File: src/ssm_pkg.sv
// Purpose: shared constants and types for the safe-stop monitor pair
// Assumes: 40 MHz control clock, synchronous active-high reset
// Notes: channel levels are 1 = on (current flows), 0 = off
//
// Notes on behaviour
// RULE1: monitor out only when both channels off
// RULE2: monitor asserts within 8 ms when healthy
// RULE3: controller re-enables only on feedback, guard closed
// RULE4: no feedback at guard close: stay off, fail
// RULE5: both off: show safe-stop, no motor drive
// RULE6: no safety device fitted: no current, indication
// RULE7: host must monitor the stop monitor output
// RULE8: controller checks monitor against four combinations
// RULE9: monitor output used for failure monitoring only
// RULE10: both off: cut motor power within 8 ms
// RULE11: ignore off pulses of 0.5 ms or less
// RULE12: single channel off over 10 s: mismatch alarm
// RULE13: synchronise both inputs before filtering
`default_nettype none
package ssm_pkg;
   localparam int unsigned CLK_HZ = 40000000;
   localparam int unsigned OFF_GLITCH_US = 500;
   localparam int unsigned STOP_LIMIT_US = 8000;
   localparam int unsigned MISMATCH_S = 10;
   // filter must accept an off level only after it outlasts the glitch
   localparam int unsigned FILT_CYC =
      (OFF_GLITCH_US * (CLK_HZ / 1000000)) + 1;
   localparam int unsigned STOP_LIMIT_CYC =
      STOP_LIMIT_US * (CLK_HZ / 1000000);
   localparam int unsigned MISMATCH_CYC = MISMATCH_S * CLK_HZ;
   localparam int unsigned CHK_SETTLE_CYC = STOP_LIMIT_CYC + FILT_CYC;
   localparam int unsigned CNT_W = 32;
   localparam logic CH_ON = 1'h1;
   localparam logic CH_OFF = 1'h0;

   typedef enum logic [4:0] {
      SSM_SAFE    = 5'h01,
      SSM_CHECK   = 5'h02,
      SSM_ARMED   = 5'h04,
      SSM_RUN     = 5'h08,
      SSM_FAIL    = 5'h10
   } ssm_ctl_state_t;
endpackage : ssm_pkg
`default_nettype wire

File: src/ssm_link_if.sv
// Purpose: wires between drive safe-stop end and safety controller end
// Assumes: one clock, all levels synchronous to it
// Notes: channels driven by controller, monitor driven by drive
`default_nettype none
interface ssm_link_if;
   logic safe_stop_in_a;
   logic safe_stop_in_b;
   logic stop_monitor_out;
   modport drive (
      input safe_stop_in_a,
      input safe_stop_in_b,
      output stop_monitor_out
   );
   modport ctrl (
      output safe_stop_in_a,
      output safe_stop_in_b,
      input stop_monitor_out
   );
endinterface : ssm_link_if
`default_nettype wire

File: src/ssm_drive.sv
// Purpose: drive side of the hardwired safe stop and its monitor output
// Assumes: channels asynchronous at the pins, one 40 MHz clock
// Notes: alarm is a diagnostic only; the safe state never depends on it
`default_nettype none
module ssm_drive
   import ssm_pkg::*;
#(
   parameter int unsigned FILT_CYCLES = FILT_CYC,
   parameter int unsigned MISMATCH_CYCLES = MISMATCH_CYC
) (
   input wire logic clk,
   input wire logic rst,
   ssm_link_if.drive link,
   input wire logic safety_device_fitted,
   input wire logic drive_request,
   output logic motor_power_en,
   output logic safe_stop_ind,
   output logic channel_mismatch_alarm
);
   ////////////////////////////////////////////////////////////////
   // two-stage synchronisers; stage one is read only by stage two
   logic [1:0] sync1_r, sync1_nxt, sync2_r, sync2_nxt;
   always_comb begin
      sync1_nxt = {link.safe_stop_in_b, link.safe_stop_in_a}; // [RULE13]
      sync2_nxt = sync1_r;
      if (rst) begin
         sync1_nxt = 2'h0;
         sync2_nxt = 2'h0;
      end
   end
   always_ff @(posedge clk) begin
      sync1_r <= sync1_nxt;
      sync2_r <= sync2_nxt;
   end

   ////////////////////////////////////////////////////////////////
   // off filter: on is taken at once, off only once it lasts
   logic [1:0] filt_r, filt_nxt;
   logic [CNT_W-1:0] fcnt_r [2];
   logic [CNT_W-1:0] fcnt_nxt [2];
   always_comb begin
      for (int i = 0; i < 2; i++) begin
         filt_nxt[i] = filt_r[i];
         fcnt_nxt[i] = '0;
         if (sync2_r[i] == CH_ON) begin
            filt_nxt[i] = CH_ON;
         end else if (filt_r[i] == CH_ON) begin
            if (fcnt_r[i] >= CNT_W'(FILT_CYCLES - 1)) begin
               filt_nxt[i] = CH_OFF; // [RULE11]
            end else begin
               fcnt_nxt[i] = fcnt_r[i] + CNT_W'(1);
            end
         end
         if (rst) begin
            filt_nxt[i] = CH_OFF;
            fcnt_nxt[i] = '0;
         end
      end
   end
   always_ff @(posedge clk) begin
      filt_r <= filt_nxt;
      fcnt_r <= fcnt_nxt;
   end

   ////////////////////////////////////////////////////////////////
   // mismatch timer: only one channel off for too long
   logic [CNT_W-1:0] mcnt_r, mcnt_nxt;
   logic alarm_r, alarm_nxt;
   always_comb begin
      mcnt_nxt = '0;
      alarm_nxt = alarm_r;
      if (filt_r[0] != filt_r[1]) begin
         if (mcnt_r >= CNT_W'(MISMATCH_CYCLES - 1)) begin
            alarm_nxt = 1'h1; // [RULE12]
            mcnt_nxt = mcnt_r;
         end else begin
            mcnt_nxt = mcnt_r + CNT_W'(1);
         end
      end
      if (rst) begin
         mcnt_nxt = '0;
         alarm_nxt = 1'h0;
      end
   end
   always_ff @(posedge clk) begin
      mcnt_r <= mcnt_nxt;
      alarm_r <= alarm_nxt;
   end

   ////////////////////////////////////////////////////////////////
   // outputs, one cycle after the filtered levels (well under 8 ms)
   logic both_off, any_off;
   logic mon_r, mon_nxt, pwr_r, pwr_nxt, ind_r, ind_nxt;
   assign both_off = (filt_r == 2'h0);
   assign any_off = (filt_r != 2'h3);
   always_comb begin
      mon_nxt = both_off; // [RULE1] [RULE2]
      // drive needs both channels on and a fitted safety device
      pwr_nxt = drive_request && !any_off // [RULE10]
         && safety_device_fitted; // [RULE6]
      ind_nxt = any_off || !safety_device_fitted; // [RULE5] [RULE6]
      if (rst) begin
         mon_nxt = 1'h0;
         pwr_nxt = 1'h0;
         ind_nxt = 1'h1;
      end
   end
   always_ff @(posedge clk) begin
      mon_r <= mon_nxt;
      pwr_r <= pwr_nxt;
      ind_r <= ind_nxt;
   end

   assign link.stop_monitor_out = mon_r;
   assign motor_power_en = pwr_r;
   assign safe_stop_ind = ind_r;
   assign channel_mismatch_alarm = alarm_r;
endmodule : ssm_drive
`default_nettype wire

File: src/flat_wrapper.sv
// flat-port wrapper written by rule: the top's interface ports become plain ports
module ssm_drive_flat import ssm_pkg::*;
#(
   parameter int unsigned FILT_CYCLES = FILT_CYC,
   parameter int unsigned MISMATCH_CYCLES = MISMATCH_CYC
)
  (clk, rst, safety_device_fitted, drive_request, motor_power_en, safe_stop_ind, channel_mismatch_alarm, link_safe_stop_in_a, link_safe_stop_in_b, link_stop_monitor_out);
  ssm_link_if link_i ();
  input wire logic clk;
  input wire logic rst;
  input wire logic safety_device_fitted;
  input wire logic drive_request;
  output logic motor_power_en;
  output logic safe_stop_ind;
  output logic channel_mismatch_alarm;
  input wire logic [$bits(link_i.safe_stop_in_a)-1:0] link_safe_stop_in_a;
  input wire logic [$bits(link_i.safe_stop_in_b)-1:0] link_safe_stop_in_b;
  output wire logic [$bits(link_i.stop_monitor_out)-1:0] link_stop_monitor_out;
  assign link_i.safe_stop_in_a = link_safe_stop_in_a;
  assign link_i.safe_stop_in_b = link_safe_stop_in_b;
  assign link_stop_monitor_out = link_i.stop_monitor_out;
  ssm_drive #(.FILT_CYCLES(FILT_CYCLES), .MISMATCH_CYCLES(MISMATCH_CYCLES)) u_core (.clk(clk), .rst(rst), .link(link_i), .safety_device_fitted(safety_device_fitted), .drive_request(drive_request), .motor_power_en(motor_power_en), .safe_stop_ind(safe_stop_ind), .channel_mismatch_alarm(channel_mismatch_alarm));
endmodule
File: config.mk
export PLATFORM = sky130hd
export DESIGN_NAME = ssm_drive_flat
export DESIGN_NICKNAME = d
export VERILOG_FILES = /design/src/ssm_pkg.sv /design/src/ssm_link_if.sv /design/src/ssm_drive.sv /design/src/flat_wrapper.sv
export SDC_FILE = /design/constraint.sdc
export NUM_CORES = 1
export LEC_CHECK = 0
export BUFFER_PORTS_ARGS = -buffer_cell sky130_fd_sc_hd__buf_2
export CAP_MARGIN = 20
export CORE_ASPECT_RATIO = 0.6
export CORE_MARGIN = 3
export CORE_UTILIZATION = 55
export DETAILED_ROUTE_END_ITERATION = 16
export GPL_TIMING_DRIVEN = 0
export PLACE_DENSITY_LB_ADDON = 0.08
export SYNTH_ARGS = -nofsm -noshare
export SYNTH_HDL_FRONTEND = slang
export SYNTH_SLANG_ARGS = --single-unit
File: constraint.sdc
create_clock -name clk -period 5.69 [get_ports clk]
set_input_delay 1.707 -clock clk [delete_from_list [all_inputs] [get_ports clk]]
set_output_delay 1.707 -clock clk [all_outputs]
set_load 0.1 [all_outputs]
Yosys cells after proc, flatten, opt, wreduce, memory -nomap -nowiden
Cells that the tools add are included.
- memory bits (writable): 0
- word-level logic and storage cells: 37
- bits in registers: 106
- input port bits: 6
- bits in latches: 0
- memories: 0
- bits in read-only memories: 0
- magnitude comparators: 3
- shifts and indexed selects: 0
- multiply operators: 0
- div/mod/pow operators: 0
- eq/ne operators: 2
- reduce and logical (&&, ||, !) cells: 10
- add/subtract/negate cells: 3
- bitwise operators: 3
- multiplexer cells: 6
- operator list (kind ; count):
    adder 32 x 1 -> 32 bit (second input constant) ; 3
    greater-or-equal comparator 32 x 15 -> 1 bit (second input constant) ; 2
    greater-or-equal comparator 32 x 29 -> 1 bit (second input constant) ; 1
    OR reduction 4 bit ; 2
    two-way mux 1 bit ; 6
    NOT 1 bit ; 3
    logical AND 1 bit ; 2
    zero test 1 bit ; 2
    zero test 2 bit ; 1
    != test 2 bit (second input constant) ; 1
    AND reduction 2 bit ; 1
    OR reduction 2 bit ; 1
    logical OR 1 bit ; 1
    != test 1 bit ; 1

Depth between registers and ports, before layout
- depth after elaboration: 4
- depth in mapped cells: 8

Least setup slack after synthesis
OpenSTA, ideal clock, no wires.
- path type: input port to flip-flop
- from: in rst
- to: reg u_core.fcnt_r[10] (netlist bit)
- arrival time: 2.513 ns
- required time: 5.562 ns
- setup slack: 3.050 ns
- path buffers: 2
- stages on the path: 5
- cell sequence: clkbuf_1 nor2_1 nand2_1 clkbuf_1 nor2_1
- longest elaborated chain between the ends: 1
- ends and longest elaborated chain (what ; RTL line ; text):
    start: declaration ; flat_wrapper.sv:10 ; input wire logic rst;
    OR reduction 4 bit (no line) ; -- ;
    end signal: assignment ; ssm_drive.sv:62 ; fcnt_r <= fcnt_nxt;
    end: declaration ; ssm_drive.sv:39 ; logic [CNT_W-1:0] fcnt_r [2];
No other way between the ends.
A chain may end at the register's enable or synchronous reset.

Final worst setup path
- from: reg u_core.alarm_r (netlist: u_core.channel_mismatch_alarm)
- to: out channel_mismatch_alarm
- RTL lines (what ; RTL line ; text):
    start: declaration ; ssm_drive.sv:68 ; logic alarm_r, alarm_nxt;
    start signal: assignment ; ssm_drive.sv:87 ; alarm_r <= alarm_nxt;
    end: declaration ; flat_wrapper.sv:15 ; output logic channel_mismatch_alarm;
No word-level cell between the ends.

==> results.txt <==
Largest family of logic cells by synthesized area: simple AND/OR/NAND/NOR gates
Status: complete, no violations
Post-CTS Setup Bufs: 0
LEAKAGE: 1.64 nW
Worst hold endpoint: u_core.sync2_r[1]
CTS clk-pin slew, worst paths: 0.08 ns
Vias: 3052
Top cell type's share of synthesized area: 52.9%
Reg2Reg Launch Point: u_core.mcnt_r[0]
Fillers: 537
Clock latency at the later pin of the worst-skew pair: 0.35 ns
Worst reg2reg endpoint: u_core.mcnt_r[18]
CTS Buf Count: 9
Crit-path slowest cell: buf_2
DR iter-0 viols: 225
Worst vdd ir: 0.255 mV
Die Width: 116 um
Post-synthesis simple-gate area fraction: 26.3%
Die H: 72.2 um
Setup-failing EPs final: 0
Worst path bufs/invs: 1
Post-DP HPWL: 5.46 mm
Min-Delay Path Class: reg2reg
Mapped Area: 4010 um2
Hold depth: 1
Crit path capture type: output pin
Post-synthesis async set-or-reset flop share: 0%
Max Slew Vio Count: 0
Worst reg-to-reg path cell count: 8
Sw Pwr: 0.323 mW
Share of total power in combinational logic: 1.4%
Area leader, netlist: dfxtp_1
CTS tree: built
Worst Skew: 0.00840 ns
Compound-cell area share of the yosys netlist: 8.92%
Clock Power Share: 44.4%
Core outline area: 6880 um2
Post-synthesis sequential area ratio: 52.9%
Clock Sinks: 106
Vias/cell: 5.40
Root buffer cell: clkbuf_16
Initial Utilization: 58.3%
Post-synthesis cell type count: 40
CP Class: reg2out
Post-route insts no fill: 565
Most common cell in the netlist: dfxtp_1
Slew margin rel.: 66.1%
CTS H-tree lvls: 3
Synthesized flop and latch total: 106
Grt ovf: 0
Syn. warnings: 0
Worst EP required: 3.98 ns
Post-detailed-route wirelength per cell: 13.5 um
Delay-heaviest family, CP: buffers and inverters
Area contributors post-synth: dfxtp_1, nor2_1, xor2_1
Cell Pwr Density: 304 nW/um2
Max_cap viols: 0
Mux contribution to synthesized area: 0.250%
Gr usage total: 19.9%
# DRC: 0
# IOs: 10
Share of cells above drive strength 1: 7.32%
Flop-to-flop setup slack: 3.38 ns
Setup crit start kind: flip-flop
Critical Path Stages: 1
Switching share of power: 23.1%
Final hold vios: 0
Number of core rows: 23
First-pass GRT wire length: 13.0 mm
Hold path start: u_core.sync1_r[1]
Pre-antenna DRT Iters: 4
Final clock period utilization by the worst path: 49.8%
# diodes: 0
Crit path time final: 2.83 ns
Max stage delay on crit path: 0.43 ns
Area Growth Syn to Fin: 14.8%
Post-synth EDFFs: 0
Crit path cell chain: buf_2
Mapped Cells: 420
Number of global-route vias before repair: 2752
Synth top cells by count: dfxtp_1, nor2_1, nand2_1
Placed cell area: 4290 um2
Clk buf depth: 2
CTS resizes: 0
ANT nets after route: 0
Peak Freq: 0.353 GHz
RSZ-0062 raised after global routing: no
Xor and xnor area share after synthesis: 6.77%
Gpl congestion: 0.912
Measured slew at the worst slew-check pin: 0.509 ns
I/O Buffers: 9
Placed cells: 549
Crit-path max FO: 2
Cts hold-fix bufs: 0
Pint: 1.08 mW
Post-synth top flop: dfxtp_1
Drt total wl: 7.61 mm
Reg power frac: 54.3%
Syn_area_per_cell: 9.55 um2
CP Data Arrival Time: 1.13 ns
Nets: 486
Synth Area in Adders: 2.18%
Post-Layout Inst Area: 4600 um2
Largest net degree at the start of global routing: 23
Tot Pwr: 1.40 mW
Setup_tns: 0 ns
Die area: 8390 um2
Initial antenna violation count: 0
## per-layer routing
metal  wire length, um  part of all wire, %  global-route usage [%]  vias to the layer above
met4                63                 0.83                    5.92                        0
met5                 0                    0                       0                        -
li1                  -                    -                       -                     1570
met3               496                  6.5                    5.67                        9
met2              3120                   41                    28.4                       83
met1              3930                   52                    29.3                     1390
## cell type report
class                   instances  area (um2)  share of cell area [%]
flip-flops and latches        106        2120                    46.1
multi-input cells             321        1910                    41.5
clock buffers                   9         225                    4.89
well taps                      87         109                    2.36
clock inverters                 7        88.8                    1.93
plain buffers                  16        67.6                    1.47
repair buffers                  9        45.0                   0.979
inverters                      10        37.5                   0.815
## stage by stage
step           setup slack (ns)  util, %  hold WS, ns
4_1_cts                    2.84     66.9        0.452
3_5_place_dp               2.57     62.4        0.436
3_3_place_gp               2.61     62.4        0.423
6_report                   2.86     66.9        0.447
5_1_grt                    2.78     66.9        0.459
2_1_floorplan              3.05        -        0.414
## registers in the layout, summed over array words and instances (netlist names)
register and flops:
u_core.motor_power_en 1, u_core.filt_r 2, u_core.safe_stop_ind 1, u_core.sync2_r 2
u_core.fcnt_r 64, u_core.sync1_r 2, u_core.mcnt_r 32, u_core.link.stop_monitor_out 1
u_core.channel_mismatch_alarm 1
## worst max path at each step
stage / startpoint / endpoint / slack, ns
floorplan: rst / u_core.fcnt_r[10] / 3.05
global placement: rst / u_core.fcnt_r[7] / 2.61
detailed placement: rst / u_core.fcnt_r[13] / 2.57
CTS: u_core.channel_mismatch_alarm / channel_mismatch_alarm / 2.84
global route: rst / u_core.fcnt_r[14] / 2.78
finish: u_core.channel_mismatch_alarm / channel_mismatch_alarm / 2.86
## power groups by stage
| stage | clock, mW | sequential [mW] | combinational (mW) |
|---|---|---|---|
| after floorplan | 0 | 0.781 | 0.00938 |
| after global placement | 0 | 0.778 | 0.0183 |
| after detailed placement | 0 | 0.778 | 0.0187 |
| after CTS | 0.636 | 0.761 | 0.0189 |
| after global routing | 0.667 | 0.762 | 0.0222 |
| final | 0.622 | 0.761 | 0.0192 |
## worst reg2reg max path: stages (launching register included)
cell and delay, ns:
dfxtp_1 0.39, ha_1 0.21, and3_1 0.24, nand4_1 0.19, a211oi_2 0.40, buf_2 0.29, buf_2 0.27, o21ai_0 0.12
a21oi_1 0.13
## cells by family after synthesis
family	count (synthesis)
buffers and inverters	26
AO/OA/AOI/OAI	52
flip-flops	106
XOR/XNOR	31
adder cells (fa/ha/maj)	7
AND/OR/NAND/NOR	196
other	1
multiplexers	1
## placed cells by master (no fill, tap or decap), drive strengths merged, types with 4 or more instances in the layout
master,netlist,routed
a21oi,19,19
and2,4,4
and3,13,13
and4,6,6
buf,7,16
clkbuf,9,18
clkinv,0,4
conb,1,34
dfxtp,106,106
ha,7,7
inv,10,13
nand2,25,25
nand3,24,24
nand4,18,18
nor2,54,54
nor2b,6,6
nor4,11,11
o211ai,4,4
o21ai,10,10
o31ai,9,9
or3,7,7
or4,16,16
xnor2,15,15
xor2,16,16
No activity file was read; power rests on OpenSTA's default activity.
